$ cat src/core/dacif_regs.svh
// Purpose: Constants for the two-wire DAC target interface.
// Assumes: 20 MHz system clock, bus clock far slower.
// Notes:   Bit positions refer to the 16-bit input register.
// How it works
// RQ1 - Idle bus lines rest high, only pulled low
// RQ2 - SDA fall with SCL high starts transfer
// RQ3 - Shift seven address bits plus direction bit
// RQ4 - Direction zero writes, one reads
// RQ5 - Address 00011xx selects this device
// RQ6 - Acknowledge low before and through ninth pulse
// RQ7 - Master clocks data per direction bit
// RQ8 - SDA changes only while SCL low
// RQ9 - Acknowledge every received eight-bit block
// RQ10 - Exactly two data bytes per transaction
// RQ11 - Acknowledge second data byte at end
// RQ12 - SDA rise with SCL high stops, idle
// RQ13 - Completed read clears input register
// RQ14 - Power-down input acts asynchronously
// RQ15 - High byte first, MSB first, then load
// RQ16 - Bit15 power-down, bits13-4 code, rest ignored
// RQ17 - Read returns register in write order
// RQ18 - Mismatched address leaves SDA released
// RQ19 - Read drives bits on low, releases ninth
`ifndef DACIF_REGS_SVH
`define DACIF_REGS_SVH
`define DACIF_ADDR_HI5     5'h03
`define DACIF_REG_RST      16'h0000
`define DACIF_PD_BIT       15
`define DACIF_CODE_MSB     13
`define DACIF_CODE_LSB     4
`define DACIF_DATA_BYTES   2
`endif

$ cat src/core/dacif_pkg.sv
// Purpose: Types for the two-wire DAC target interface.
// Assumes: Nothing beyond the constants header.
// Notes:   One-hot state codes are written out.
package dacif_pkg;
    typedef enum logic [4:0] {
        DACIF_IDLE = 5'b00001,
        DACIF_ADDR = 5'b00010,
        DACIF_WR   = 5'b00100,
        DACIF_RD   = 5'b01000,
        DACIF_IGN  = 5'b10000
    } dacif_state_t;

    typedef struct packed {
        logic       soft_pd;
        logic [9:0] code;
    } dacif_dac_t;

    typedef struct packed {
        logic scl_rise;
        logic scl_fall;
        logic start;
        logic stop;
        logic sda;
    } dacif_bus_ev_t;
endpackage

$ cat src/core/dacif_line_sync.sv
// Purpose: Synchronise SCL/SDA and find edges and bus conditions.
// Assumes: Lines come from outside the clock domain.
// Notes:   First stage feeds only the second stage.
`timescale 1ns/100ps
`include "dacif_regs.svh"
module dacif_line_sync (
    // Clock and reset
    input  wire logic                     clk_i,
    input  wire logic                     sys_rst_i,
    // Raw lines
    input  wire logic                     scl_i,
    input  wire logic                     sda_i,
    // Events
    output dacif_pkg::dacif_bus_ev_t      ev_o
);
    import dacif_pkg::*;
    logic [1:0] scl_s1_q, scl_s1_d;  // scl, sda first stage
    logic [1:0] sync_q, sync_d;      // scl, sda second stage
    logic [1:0] prev_q, prev_d;      // scl, sda one sample back
    always_comb begin
        scl_s1_d = {scl_i, sda_i};
        sync_d   = scl_s1_q;
        prev_d   = sync_q;
    end
    always_ff @(posedge clk_i) begin
        if (sys_rst_i) begin
            scl_s1_q <= 2'h3;   // Idle lines high
            sync_q   <= 2'h3;
            prev_q   <= 2'h3;
        end else begin
            scl_s1_q <= scl_s1_d;
            sync_q   <= sync_d;
            prev_q   <= prev_d;
        end
    end
    always_comb begin
        ev_o.scl_rise = sync_q[1] & ~prev_q[1];
        ev_o.scl_fall = ~sync_q[1] & prev_q[1];
        ev_o.start = sync_q[1] & prev_q[1] & ~sync_q[0] & prev_q[0]; // [RQ2]
        ev_o.stop  = sync_q[1] & prev_q[1] & sync_q[0] & ~prev_q[0]; // [RQ12]
        ev_o.sda   = sync_q[0];
    end
endmodule // dacif_line_sync

$ cat src/core/dacif_top.sv
// Purpose: Two-wire target that loads and reads the DAC input register.
// Assumes: 20 MHz clock; bus clock at most 2.5 MHz (400 ns bits) from the master.
// Notes:   Address match ignores the two low address bits.
`timescale 1ns/100ps
`include "dacif_regs.svh"
module dacif_top (
    // Clock and reset
    input  wire logic                 clk_i,
    input  wire logic                 sys_rst_i,
    // Two-wire bus
    input  wire logic                 scl_i,
    input  wire logic                 sda_i,
    output logic                      sda_o,
    output logic                      sda_oe_o,
    output logic                      scl_o,
    output logic                      scl_oe_o,
    // Power-down pin and converter side
    input  wire logic                 power_down_input_i,
    output dacif_pkg::dacif_dac_t     dac_o,
    output logic                      dac_on_o,
    output logic [15:0]               input_reg_o
);
    import dacif_pkg::*;

    dacif_bus_ev_t ev;
    dacif_line_sync u_sync (
        .clk_i     (clk_i),
        .sys_rst_i (sys_rst_i),
        .scl_i     (scl_i),
        .sda_i     (sda_i),
        .ev_o      (ev)
    );

    dacif_state_t state_q, state_d;
    logic [3:0]   bit_q, bit_d;     // 0..7 data bits, 8 = ack slot
    logic [7:0]   sh_q, sh_d;
    logic [1:0]   byte_q, byte_d;
    logic         hold_q, hold_d;   // Pull SDA low
    logic [15:0]  ireg_q, ireg_d;
    dacif_dac_t   dac_q, dac_d;
    logic         rd_done_q, rd_done_d;
    logic         lead_q, lead_d;   // Start's own SCL fall pending
    logic         pd_s1_q, pd_s2_q;

    // Converter gating is combinational on the pin, so it acts at once.
    // Synced copy is only for assertions.
    always_ff @(posedge clk_i) begin
        if (sys_rst_i) begin
            pd_s1_q <= 1'b0;
            pd_s2_q <= 1'b0;
        end else begin
            pd_s1_q <= power_down_input_i;
            pd_s2_q <= pd_s1_q;
        end
    end

    always_comb begin
        state_d   = state_q;
        bit_d     = bit_q;
        sh_d      = sh_q;
        byte_d    = byte_q;
        hold_d    = hold_q;
        ireg_d    = ireg_q;
        dac_d     = dac_q;
        rd_done_d = 1'b0;
        lead_d    = lead_q;
        if (ev.start) begin                                   // [RQ2]
            state_d = DACIF_ADDR;
            lead_d  = 1'b1;
            bit_d   = 4'h0;
            byte_d  = 2'h0;
            hold_d  = 1'b0;
        end else if (ev.stop) begin                           // [RQ12]
            state_d = DACIF_IDLE;
            lead_d  = 1'b0;
            hold_d  = 1'b0;
        end else if (ev.scl_rise && bit_q < 4'h8 &&
                     state_q != DACIF_IDLE) begin
            sh_d = {sh_q[6:0], ev.sda};                       // [RQ3]
        end else if (ev.scl_fall && lead_q) begin
            // Fall that closes the start carries no data bit
            lead_d = 1'b0;
        end else if (ev.scl_fall) begin
            case (state_q)
            DACIF_ADDR: begin
                if (bit_q == 4'h7) begin
                    bit_d = 4'h8;
                    // Ignore low two address bits
                    if (sh_q[7:3] == `DACIF_ADDR_HI5) begin   // [RQ5]
                        hold_d = 1'b1;                        // [RQ6]
                    end else begin
                        state_d = DACIF_IGN;                  // [RQ18]
                    end
                end else if (bit_q == 4'h8) begin
                    bit_d = 4'h0;
                    if (sh_q[0]) begin                        // [RQ4]
                        state_d = DACIF_RD;
                        hold_d  = ~ireg_q[15];                // [RQ19]
                    end else begin
                        state_d = DACIF_WR;
                        hold_d  = 1'b0;
                    end
                end else begin
                    bit_d = bit_q + 4'h1;
                end
            end
            DACIF_WR: begin
                if (bit_q == 4'h7) begin
                    bit_d  = 4'h8;
                    hold_d = 1'b1;                            // [RQ9] [RQ11]
                    if (byte_q == 2'h0) begin
                        ireg_d[15:8] = sh_q;                  // [RQ15]
                    end else if (byte_q == 2'h1) begin
                        ireg_d[7:0] = sh_q;
                        // Low byte lands now, so take the next value
                        dac_d.soft_pd = ireg_d[`DACIF_PD_BIT]; // [RQ16]
                        dac_d.code = ireg_d[`DACIF_CODE_MSB:`DACIF_CODE_LSB];
                    end
                end else if (bit_q == 4'h8) begin
                    bit_d  = 4'h0;
                    hold_d = 1'b0;
                    if (byte_q < 2'(`DACIF_DATA_BYTES)) begin // [RQ10]
                        byte_d = byte_q + 2'h1;
                    end
                end else begin
                    bit_d = bit_q + 4'h1;
                end
            end
            DACIF_RD: begin
                if (bit_q == 4'h7) begin
                    bit_d  = 4'h8;
                    hold_d = 1'b0;                            // [RQ19]
                    if (byte_q == 2'h1) begin
                        rd_done_d = 1'b1;                     // [RQ13]
                    end
                end else if (bit_q == 4'h8) begin
                    bit_d  = 4'h0;
                    if (byte_q < 2'(`DACIF_DATA_BYTES)) begin
                        byte_d = byte_q + 2'h1;
                    end
                    // Next MSB, high byte then low byte
                    hold_d = (byte_q == 2'h0) ? ~ireg_q[7] : 1'b0; // [RQ17]
                end else begin
                    bit_d  = bit_q + 4'h1;
                    // Bytes past the second are left released
                    hold_d = (byte_q < 2'h2) &
                             ~ireg_q[(byte_q == 2'h0 ? 4'hE : 4'h6)
                                     - bit_q[3:0]];           // [RQ8]
                end
            end
            default: ;
            endcase
        end
        if (rd_done_q) begin
            ireg_d = `DACIF_REG_RST;                          // [RQ13]
        end
    end

    always_ff @(posedge clk_i) begin
        if (sys_rst_i) begin
            state_q   <= DACIF_IDLE;
            bit_q     <= 4'h0;
            sh_q      <= 8'h00;
            byte_q    <= 2'h0;
            hold_q    <= 1'b0;
            ireg_q    <= `DACIF_REG_RST;
            dac_q     <= '0;
            rd_done_q <= 1'b0;
            lead_q    <= 1'b0;
        end else begin
            state_q   <= state_d;
            bit_q     <= bit_d;
            sh_q      <= sh_d;
            byte_q    <= byte_d;
            hold_q    <= hold_d;
            ireg_q    <= ireg_d;
            dac_q     <= dac_d;
            rd_done_q <= rd_done_d;
            lead_q    <= lead_d;
        end
    end

    // Only pull low; released otherwise
    assign sda_o       = 1'b0;                                // [RQ1]
    assign sda_oe_o    = hold_q;
    assign scl_o       = 1'b0;
    assign scl_oe_o    = 1'b0;
    assign dac_o       = dac_q;
    assign input_reg_o = ireg_q;
    // Pin gates output with no clock in the path
    assign dac_on_o = ~dac_q.soft_pd & ~power_down_input_i;   // [RQ14]

    AST_IGN_RELEASED: assert property (@(posedge clk_i) disable iff (sys_rst_i)
        state_q == DACIF_IGN |-> !sda_oe_o) // [RQ18]
        else $error("SDA driven after address mismatch");
    AST_STOP_IDLE: assert property (@(posedge clk_i) disable iff (sys_rst_i)
        ev.stop |=> state_q == DACIF_IDLE && !sda_oe_o) // [RQ12]
        else $error("Stop did not return to idle");
    AST_START_ADDR: assert property (@(posedge clk_i) disable iff (sys_rst_i)
        ev.start |=> state_q == DACIF_ADDR && bit_q == 4'h0) // [RQ2]
        else $error("Start not taken");
    AST_ACK_HELD: assert property (@(posedge clk_i) disable iff (sys_rst_i)
        (state_q == DACIF_WR && bit_q == 4'h8 && ev.scl_rise)
        |-> sda_oe_o) // [RQ9]
        else $error("No ack on ninth pulse");
    AST_RD_RELEASE: assert property (@(posedge clk_i) disable iff (sys_rst_i)
        (state_q == DACIF_RD && bit_q == 4'h8) |-> !sda_oe_o) // [RQ19]
        else $error("SDA held during read ack slot");
    AST_RD_CLEAR: assert property (@(posedge clk_i) disable iff (sys_rst_i)
        rd_done_q |=> ireg_q == 16'h0000) // [RQ13]
        else $error("Register not cleared after read");
    AST_SDA_STABLE: assert property (@(posedge clk_i) disable iff (sys_rst_i)
        ev.scl_rise ##1 (state_q != DACIF_IDLE && !ev.scl_fall && !ev.stop
        && !ev.start) |-> $stable(sda_oe_o)) // [RQ8]
        else $error("SDA changed while SCL high");
    AST_PD_ASYNC: assert property (@(posedge clk_i) disable iff (sys_rst_i)
        power_down_input_i && !pd_s2_q |-> !dac_on_o) // [RQ14]
        else $error("Power-down pin waited for a clock");
    AST_ADDR_ACK: assert property (@(posedge clk_i) disable iff (sys_rst_i)
        (state_q == DACIF_ADDR && bit_q == 4'h8 && ev.scl_rise)
        |-> sda_oe_o) // [RQ6]
        else $error("No ack for own address");
    AST_DAC_LOAD: assert property (@(posedge clk_i) disable iff (sys_rst_i)
        (state_q == DACIF_WR && byte_q == 2'h1 && bit_q == 4'h7 && ev.scl_fall)
        |=> dac_q.code == ireg_q[13:4]) // [RQ16]
        else $error("Converter code not loaded");
    CVR_WRITE: cover property (@(posedge clk_i) state_q == DACIF_WR
        && byte_q == 2'h2);
    CVR_READ: cover property (@(posedge clk_i) rd_done_q);
    CVR_IGN: cover property (@(posedge clk_i) state_q == DACIF_IGN);
    CVR_PD: cover property (@(posedge clk_i) power_down_input_i && !pd_s2_q);
endmodule // dacif_top

$ cat config.mk
export PLATFORM = sky130hd
export DESIGN_NAME = dacif_top
export DESIGN_NICKNAME = d
export VERILOG_FILES = /design/src/core/dacif_pkg.sv /design/src/core/dacif_line_sync.sv /design/src/core/dacif_top.sv
export VERILOG_INCLUDE_DIRS = /design/src /design/src/core
export SDC_FILE = /design/constraint.sdc
export NUM_CORES = 1
export LEC_CHECK = 0
export BUFFER_PORTS_ARGS = -buffer_cell sky130_fd_sc_hd__buf_4
export CAP_MARGIN = 30
export CORE_UTILIZATION = 51
export DETAILED_ROUTE_END_ITERATION = 8
export PLACE_DENSITY = 0.75
export SYNTH_ARGS = -nofsm -noshare
export SYNTH_HDL_FRONTEND = slang
export SYNTH_SLANG_ARGS = --single-unit
$ cat constraint.sdc
create_clock -name clk_i -period 2.1 [get_ports clk_i]
set_input_delay 0.21 -clock clk_i [delete_from_list [all_inputs] [get_ports clk_i]]
set_output_delay 0.21 -clock clk_i [all_outputs]
set_load 0.05 [all_outputs]
# --- After elaboration in Yosys (flattened, before gate mapping) ---
# Cells that the tools add are included.
# Widths: inputs -> output; s select.
totals:
  word_cells: 117
  inputBits: 5
  register_bits: 55
op_classes:
  muxes: 30
  bitwise_logic: 26
  n_addsub: 3
  reduce_logical: 25
  eq_ne: 15
  n_lt_le_gt_ge: 3
ops:
  columns: ["cell", "n"]
  rows:
  - ["$not 1->1", 17]
  - ["$mux 4", 4]
  - ["$reduce_and 8->1", 2]
  - ["$mux 1", 15]
  - ["$mux 5", 3]
  - ["$ne 3x3->1 const B", 5]
  - ["$mux 2", 6]
  - ["$reduce_and 6->1", 2]
  - ["$reduce_bool 3->1", 4]
  - ["$eq 5x2->1 const B", 2]
  - ["$and 1x1->1", 9]
  - ["$reduce_and 9->1", 1]
  - ["$reduce_or 8->1", 1]
  - ["$reduce_and 7->1", 1]
  - ["$reduce_or 2->1", 3]
  - ["$reduce_or 3->1", 2]
  - ["$eq 5x3->1 const B", 1]
  - ["$eq 5x4->1 const B", 1]
  - ["$lt 4x5->1 const B", 1]
  - ["$ne 5x1->1 const B", 1]
  - ["$reduce_and 5->1", 1]
  - ["$add 4x1->4 const B", 1]
  - ["$bmux 1 s4", 1]
  - ["$eq 4x3->1 const B", 1]
  - ["15 further kinds", 17]

# --- Depth between registers and ports, before layout ---
# Gate-level depths: netlist (run 1).
depth:
  word_depth: 10
  mapped_depth: 9
  depth_no_buf: 8

# --- Hierarchy ---
# Synthesis (run 1) repeated with hierarchy kept, for this count alone.
unflattened:
  cells_unflattened: 302
  area_unflattened_um2: 2727.6
modules_own_cells:
  columns: ["module", "cells_per_inst", "instances", "seq_area_each_um2", "area_each_um2"]
  rows:
  - ["dacif_top", 285, 1, 980.9, 2529.9]
  - ["dacif_line_sync", 17, 1, 120.1, 197.7]

# --- Worst setup path after synthesis (run 1) ---
# Ideal clock, no wire load.
synth_timing:
  path_type: "reg-to-reg"
  start: "register bit_q[1]"
  end: "register dac_q (netlist bit dac_o[10])"
  path_slack_ns: 0.126
  path_stages_with_launch: 10
  arrival_ns: 1.844
  path_buffers: 2
  setup_time_ns: 0.129
  path_cell_list: "dfxtp_1 ha_1 and3b_2 nand3b_2 or2_4 or3_1 buf_6 buf_8 nand2_1 a21oi_1"
synth_between:
  elab_chain_len: 5
  elab_cells_between_ends: 6
synth_lines:
  columns: ["item", "line", "text"]
  rows:
  - ["start, declared", "dacif_top.sv:35", "logic [3:0] bit_q, bit_d;"]
  - ["start signal, assigned", "dacif_top.sv:172", "bit_q <= bit_d;"]
  - ["$lt 4x4->1", "dacif_top.sv:77", "end else if (ev.scl_rise && bit_q < 4'h8 &&"]
  - ["$logic_and 1x1->1 (2 in a row)", "dacif_top.sv:77", null]
  - ["$not 1->1 (no line)", null, null]
  - ["$reduce_and 9->1 (no line) (*)", null, null]
  - ["end signal, assigned", "dacif_top.sv:167", "dac_q <= '0;"]
  - ["end signal, assigned", "dacif_top.sv:177", "dac_q <= dac_d;"]
  - ["end, declared", "dacif_top.sv:40", "dacif_dac_t dac_q, dac_d;"]
# Every way passes the cells marked *; elsewhere a longest branch is shown, timed or not.
# A chain may end at the register's enable or synchronous reset.

# --- Worst setup path after layout (run 1) ---
layout_timing:
  start: "register byte_q[1]"
  end: "register hold_q (netlist: sda_oe_o)"
layout_between:
  elab_chain_len: 10
  elab_cells_between_ends: 12
layout_lines:
  columns: ["item", "line", "text"]
  rows:
  - ["start, declared", "dacif_top.sv:37", "logic [1:0] byte_q, byte_d;"]
  - ["start signal, assigned", "dacif_top.sv:174", "byte_q <= byte_d;"]
  - ["$logic_not 2->1", "dacif_top.sv:142, dacif_top.sv:147", null]
  - ["$mux 4", "dacif_top.sv:147", "~ireg_q[(byte_q == 2'h0 ? 4'hE : 4'h6)"]
  - ["$sub 4x4->4", "dacif_top.sv:148", "- bit_q[3:0]];"]
  - ["$bmux 1 s4", "dacif_top.sv:147", null]
  - ["$mux 1", "dacif_top.sv:147", null]
  - ["$not 1->1", "dacif_top.sv:147", null]
  - ["$and 1x1->1", "dacif_top.sv:146", "hold_d = (byte_q < 2'h2) &"]
  - ["$mux 1 (*)", "dacif_top.sv:136", "end else if (bit_q == 4'h8) begin"]
  - ["$mux 1 (*)", "dacif_top.sv:130", "if (bit_q == 4'h7) begin"]
  - ["$pmux 1 s3 (*)", "dacif_top.sv:84", "case (state_q)"]
  - ["end signal, assigned", "dacif_top.sv:175", "hold_q <= hold_d;"]
  - ["end, declared", "dacif_top.sv:38", "logic hold_q, hold_d;"]
# Every way passes the cells marked *; elsewhere a longest branch is shown, timed or not. The select of a mux whose other input is x is not followed.

==> impl_results.md, run 1 <==
- Post-synth top cells: dfxtp_1, nand2_1, nor2_1
- RR Endpoint: sda_oe_o$_SDFFE_PP0P_
- Max Cap Violations: 0
- Period minus WS final: just over 2 ns
- Top FF cell, synth: dfxtp_1
- WL/cell: 14.03 um
- Hold Crit Depth: 2
- Detailed Route Iter0 Violations: between 100 and 150
- Req. time, crit path: between 2 and 2.5 ns
- Initial antenna violation count: 0
- Setup crit end kind: flip-flop
- H-tree levels: 2
- Iteration count of the initial detailed-routing pass: 4
- Static leakage: around 0.0013 uW
- TritonCTS clock tree: done
- Fmax: ~0.5 GHz
- Crit path kind: reg -> reg
- Die width: 72.01 um
- Top-count cell post-synth: dfxtp_1
- Syn Inst Count: 280
- WHS: around 0.077 ns
- CTS buffer count: 5
- Via count: just over 2000
- Multi-input gate area: between 1000 and 1500 um^2
- Crit path max-delay family: compound AO/OA/AOI/OAI gates
- R2r setup slk: ~0.052 ns
- Routed Wire Length: about 5.4 mm
- Worst r2r src: byte_q[1]$_SDFFE_PP0P_
- Post-Syn Area: 2500 um^2
- Worst path cell trace: inv_1 > ha_2 > xor2_2 > xnor2_2 > buf_4 > inv_1 > and3_1 > o32a_1 > a311oi_2
- Status: finished clean
- Worst setup margin: about 0.052 ns
- Filler Cells Inserted: 420
- Final setup fails: 0
- Root Buffer: clkbuf_8
- Hold Startpoint: sda_i
- Die ar.: approximately 5200 um^2
- Worst vdd ir: 0.4586 mV
- Register area share after synthesis: 0.4404
- Setup_tns: 0 ns
- Port bufs: 33
- Final period util: 0.9752
- Die Span Y: ~70 um
- Relative slew margins: 0.6006
- WHS Endpoint: u_sync.scl_s1_q[0]$_SDFF_PP1_
- Crit path launch type: flip-flop
- Clock sink count: 55
- Diodes inserted: 0
- Ranking of synthesized cells by area: dfxtp_1, a21oi_1, mux2i_1
- Crit path arrival time: 2.26 ns
- Worst-margin pin slew: roughly 0.6 ns
- DR vias/cell: 5.306
- Clock slew at reported path FFs: roughly 0.10 ns
- Buffers and inverters on the worst path: 3
- Post-synth top area share: 0.4404
- Post-synth EDFFs: 0
- Met3 routed WL: between 200 and 300 um
- CP dominant cell by count: inv_1
- Detail Route Antenna Nets: 0
- Final Slew Violations: 0
- Nets: about 330
- GR Util All Layers: 0.2216
- Core area: about 4700 um^2
- RSZ-0062 raised after global routing: true
- Total global routing overflow: 0
- GP Congestion: roughly 0.86
- Worst hold path type: in -> reg
- Top Metal Used: met4
- Max Root-Sink Buffers: 2
- Pre-CTS worst setup slack: -0.04280 ns
- FP Rows: 25
- Post-synth top area cell: dfxtp_1
- Met2 WL: about 2.5 mm
- # IOs: 37
- Crit-path max cell delay: around 0.36 ns
- Seq cells post-synth: 55
- Seq. cell area: between 1000 and 1500 um^2
- Non-filler instance count after layout: approximately 390
- Effective utilization at floorplan: 0.5293
- Worst-path fanout max: 4
- First-pass GRT wire length: roughly 9 mm
- Async SR Flop Fraction: 0
- Synthesis warning total: 0
- Inst Count DP: 378
- Post-Route Skew: ~0.0060 ns
- Final hold violations: 0
- Worst path slowest cell: dfxtp_2
- Post-synthesis cell type count: 46
- Average cell area after synthesis: 8.928 um^2
- HPWL after DPL: around 3.8 mm
- R2R depth: 9
- Vias in the first global route: 1848
- Clk_lat worst skew: between 0.3 and 0.4 ns
- Cell Pwr Density: a little under 600 nW/um^2
- Synth-to-Final Area Change: 18.92%
- Pin count of the biggest net entering global routing: 32
- Share of cells above drive strength 1: 0.2571
- Drt drc: 0
- WL met1: around 2.5 mm
==> through the flow <==
stage,power (uW),cell area (um^2),util
2_1_floorplan,1148,2507,-
3_3_place_gp,1160,2804,0.5936
3_5_place_dp,1160,2804,0.5936
4_1_cts,1741,2914,0.6170
5_1_grt,1780,2973,0.6294
6_report,1729,2973,0.6294
==> sequential cells by signal, indices dropped and copies added (netlist names) <==
signal and cells:
input_reg_o 16, dac_o 11, sh_q 8, state_q 5, bit_q 4, byte_q 2, u_sync.prev_d 2, u_sync.prev_q 2
u_sync.scl_s1_q 2, lead_q 1, rd_done_q 1, sda_oe_o 1
==> area by class of cell <==
cell class | count | share of cell area
repair buffers | 44 | 0.1191
clock inverters | 2 | 0.005471
well taps | 67 | 0.02820
flip-flops and latches | 55 | 0.3733
clock buffers | 6 | 0.02441
inverters | 10 | 0.01263
multi-input cells | 202 | 0.4369
==> timing repair <==
item | in CTS | in global routing
endpoints found under the setup margin | 20 | 1
pin swaps | 0 | 6
gates resized for setup | 4 | 15
hold buffers | 0 | 0
setup buffers | 0 | 1
==> power by group <==
part	switching [uW]	internal [uW]	total (uW)
sequential	9.36	1050	1060
combinational	50.4	27.4	77.8
clock	353	240	594
==> kinds of logic after synthesis <==
| family | share of synthesized area |
|---|---|
| compound gates | 0.1246 |
| xor+xnor | 0.02102 |
| fa+ha+maj | 0.02002 |
| buf+inv | 0.06706 |
| flops | 0.4404 |
| mux | 0.1041 |
| other cells | 0.001500 |
| simple gates | 0.2212 |
==> placed cells by master (no fill, tap or decap), drive strengths merged, types with 2 or more instances in the layout <==
cell / n
o21ai: 4
o21bai: 3
nor3: 5
dfxtp: 55
nand3b: 6
buf: 44
clkbuf: 6
nor4: 3
a21oi: 35
xor2: 2
conb: 3
or3: 3
a21o: 2
ha: 4
or2: 8
nand2: 44
inv: 11
nor2: 38
mux4: 4
nand3: 4
mux2i: 17
xnor2: 4
==> worst reg2reg max path, cell delays in order (launching register included) <==
cell,delay [ns]
dfxtp_2,0.36
inv_1,0.07
ha_2,0.20
xor2_2,0.16
xnor2_2,0.23
buf_4,0.15
inv_1,0.03
and3_1,0.15
o32a_1,0.34
a311oi_2,0.27
==> worst max path at each step <==
stage / startpoint / to / slack [ns] / cells after the start
2_1_floorplan: bit_q[1]$_SDFFE_PP0P_ / dac_o[10]$_SDFFE_PP0P_ / 0.13 / 9
3_3_place_gp: byte_q[1]$_SDFFE_PP0P_ / sda_oe_o$_SDFFE_PP0P_ / 0.09 / 8
3_5_place_dp: bit_q[1]$_SDFFE_PP0P_ / sda_oe_o$_SDFFE_PP0P_ / -0.04 / 8
4_1_cts: byte_q[0]$_SDFFE_PP0P_ / sda_oe_o$_SDFFE_PP0P_ / 0.03 / 8
5_1_grt: bit_q[0]$_SDFFE_PP0P_ / sda_oe_o$_SDFFE_PP0P_ / -0.02 / 8
6_report: byte_q[1]$_SDFFE_PP0P_ / sda_oe_o$_SDFFE_PP0P_ / 0.05 / 9
==> layer usage <==
metal  GRT usage  vias up
met4     0.08061        0
met5           0        -
met1      0.3042      960
met3     0.04444       11
met2      0.3480       54
li1            -     1023
(Power assumes the default switching activity.)
==> run 2, diff against run 1 <==
--- a/config.mk
+++ b/config.mk
@@ -8,8 +8,10 @@
 export LEC_CHECK = 0
 export BUFFER_PORTS_ARGS = -buffer_cell sky130_fd_sc_hd__buf_4
 export CAP_MARGIN = 30
+export CORE_MARGIN = 3
 export CORE_UTILIZATION = 51
 export DETAILED_ROUTE_END_ITERATION = 8
+export MAX_ROUTING_LAYER = met4
 export PLACE_DENSITY = 0.75
 export SYNTH_ARGS = -nofsm -noshare
 export SYNTH_HDL_FRONTEND = slang
==> run 2 against run 1 <==
Net effect:
- sequential share of layout area rose by 0.29 points
- largest power group unchanged
- power rose by 1.0%
- sequential power barely moved
- global-route usage fell by 2.5 points
==> impl_results.md, run 2 (synthesis gave the netlist of run 1 again) <==
- Worst path cell trace: ha_2 > and3b_2 > nand3b_2 > or2_4 > or3_1 > buf_4 > nand2_1 > a21oi_1
- Static leakage: about 0.0013 uW
- Hold Startpoint: scl_i
- Worst r2r src: bit_q[1]$_SDFFE_PP0P_
- First-pass GRT wire length: ~9.0 mm
- Nets: roughly 330
- Initial antenna violation count: 0
- Total global routing overflow: 0
- Worst-path fanout max: 19
- Final period util: 0.9558
- Largest register FFs: 16
- Synth-to-Final Area Change: 17.47%
- Vias in the first global route: roughly 1800
- R2r setup slk: around 0.093 ns
- Relative slew margins: 0.5905
- H-tree levels: 2
- Non-filler instance count after layout: 384
- Detailed Route Iter0 Violations: 150
- Worst hold path type: in -> reg
- HPWL after DPL: just under 4 mm
- Share of cells above drive strength 1: 0.2508
- WL/cell: 14.15 um
- FP Rows: 24
- Port bufs: 33
- Pre-CTS worst setup slack: -0.04739 ns
- Setup crit end kind: flip-flop
- Die ar.: about 5800 um^2
- Via count: about 2100
- Commonest non-fill, non-tap cells in the layout: dfxtp_1, nand2_1, buf_4
- Diodes inserted: 0
- Effective utilization at floorplan: 0.5513
- Worst Setup SP: bit_q[1]$_SDFFE_PP0P_
- PnR Total Power: approximately 1700 uW
- TritonCTS clock tree: done
- Final setup fails: 0
- GP Congestion: ~0.84
- Clock sink count: 55
- Crit path arrival time: roughly 2.2 ns
- CTS buffer count: 5
- Clock slew at reported path FFs: approximately 0.10 ns
- Commonest non-fill, non-tap cell in the layout: dfxtp_1
- Setup_tns: 0 ns
- Filler Cells Inserted: roughly 400
- Detail Route Antenna Nets: 0
- Max Root-Sink Buffers: 2
- Fmax: between 0.4 and 0.5 GHz
- RR Endpoint: input_reg_o[3]$_SDFFE_PP0P_
- GR Util All Layers: 0.1963
- # hold bufs at CTS: 0
- DR vias/cell: 5.352
- Routed Wire Length: around 5.4 mm
- Post-Route Skew: roughly 0.0074 ns
- Inst Count DP: 373
- Max Cap Violations: 0
- Worst path slowest cell: dfxtp_2
- Die Span Y: 76.01 um
- # IOs: 37
- Crit path to: input_reg_o[3]$_SDFFE_PP0P_
- Final hold violations: 0
- Root Buffer: clkbuf_8
- Worst-margin pin slew: 0.6129 ns
- Req. time, crit path: around 2.3 ns
- Iteration count of the initial detailed-routing pass: 4
- Cell Pwr Density: ~600 nW/um^2
- Die width: around 76 um
- Pin count of the biggest net entering global routing: 33
- Crit-path max cell delay: between 0.3 and 0.4 ns
- Crit path launch type: flip-flop
- Status: finished clean
- R2R depth: 8
- Core area: about 4500 um^2
- Clk_lat worst skew: around 0.31 ns
- Drt drc: 0
- Crit path kind: reg -> reg
- Period minus WS final: approximately 2 ns
- Final Slew Violations: 0
- RSZ-0062 raised after global routing: true
- Worst setup margin: just over 0.09 ns
- Worst vdd ir: between 0.3 and 0.4 mV
## run 2: what timing repair did
item                       4_1_cts  5_1_grt
pin swaps                        0        1
buffers inserted                 0        3
resized for setup                2        7
setup endpoints to repair        1       20
## run 2: stage by stage
step / area, um^2 / hold WS [ns] / utilization
after floorplan: 2507 / 0.3138 / -
after global placement: 2779 / 0.3926 / 0.6129
after detailed placement: 2779 / 0.3980 / 0.6129
after CTS: 2893 / 0.06440 / 0.6380
after global routing: 2937 / 0.06387 / 0.6476
final: 2937 / 0.07768 / 0.6476
## run 2: worst min path at each step
stage | endpoint | cells past startpoint
after global placement | u_sync.prev_d[0]$_SDFF_PP1_ | 1
after floorplan | u_sync.scl_s1_q[0]$_SDFF_PP1_ | 1
after CTS | u_sync.scl_s1_q[1]$_SDFF_PP1_ | 2
after global routing | u_sync.scl_s1_q[1]$_SDFF_PP1_ | 2
final | u_sync.scl_s1_q[1]$_SDFF_PP1_ | 2
after detailed placement | u_sync.scl_s1_q[0]$_SDFF_PP1_ | 2
## run 2: per-layer routing
| metal | vias to the layer above | share of wire | wire length, um | track usage |
|---|---|---|---|---|
| li1 | 1020 | - | - | - |
| met1 | 955 | 0.45 | 2450 | 0.2507 |
| met2 | 69 | 0.46 | 2479 | 0.2934 |
| met3 | 11 | 0.073 | 394 | 0.06147 |
| met4 | 0 | 0.020 | 110 | 0.07246 |
| met5 | - | 0 | 0 | - |
## run 2: area by class of cell
type / instances / area, um^2 / area share
Inverter: 10 / 37.54 / 0.01278
Tap cell: 65 / 81.33 / 0.02769
Clock buffer: 6 / 82.58 / 0.02812
Sequential cell: 55 / 1105 / 0.3762
Multi-Input combinational cell: 202 / 1271 / 0.4329
Clock inverter: 2 / 16.27 / 0.005539
Timing Repair Buffer: 44 / 342.8 / 0.1167
## run 2: power by group
part / internal (uW) / switching (uW) / leakage (uW) / total [uW]
clock: 270 / 344 / 0.0000474 / 614
sequential: 1050 / 10.3 / 0.000446 / 1060
combinational: 25.3 / 48.2 / 0.000784 / 73.6
total: 1340 / 403 / 0.00128 / 1750
## run 2: worst max-delay path, delay by kind of cell (launching register included)
kind,cells,cell delay [ns]
and+or+nand+nor,5,1.03
DFF,1,0.37
adders and majority gates,1,0.22
buffers and inverters,1,0.21
AOI/OAI and AO/OA,1,0.06
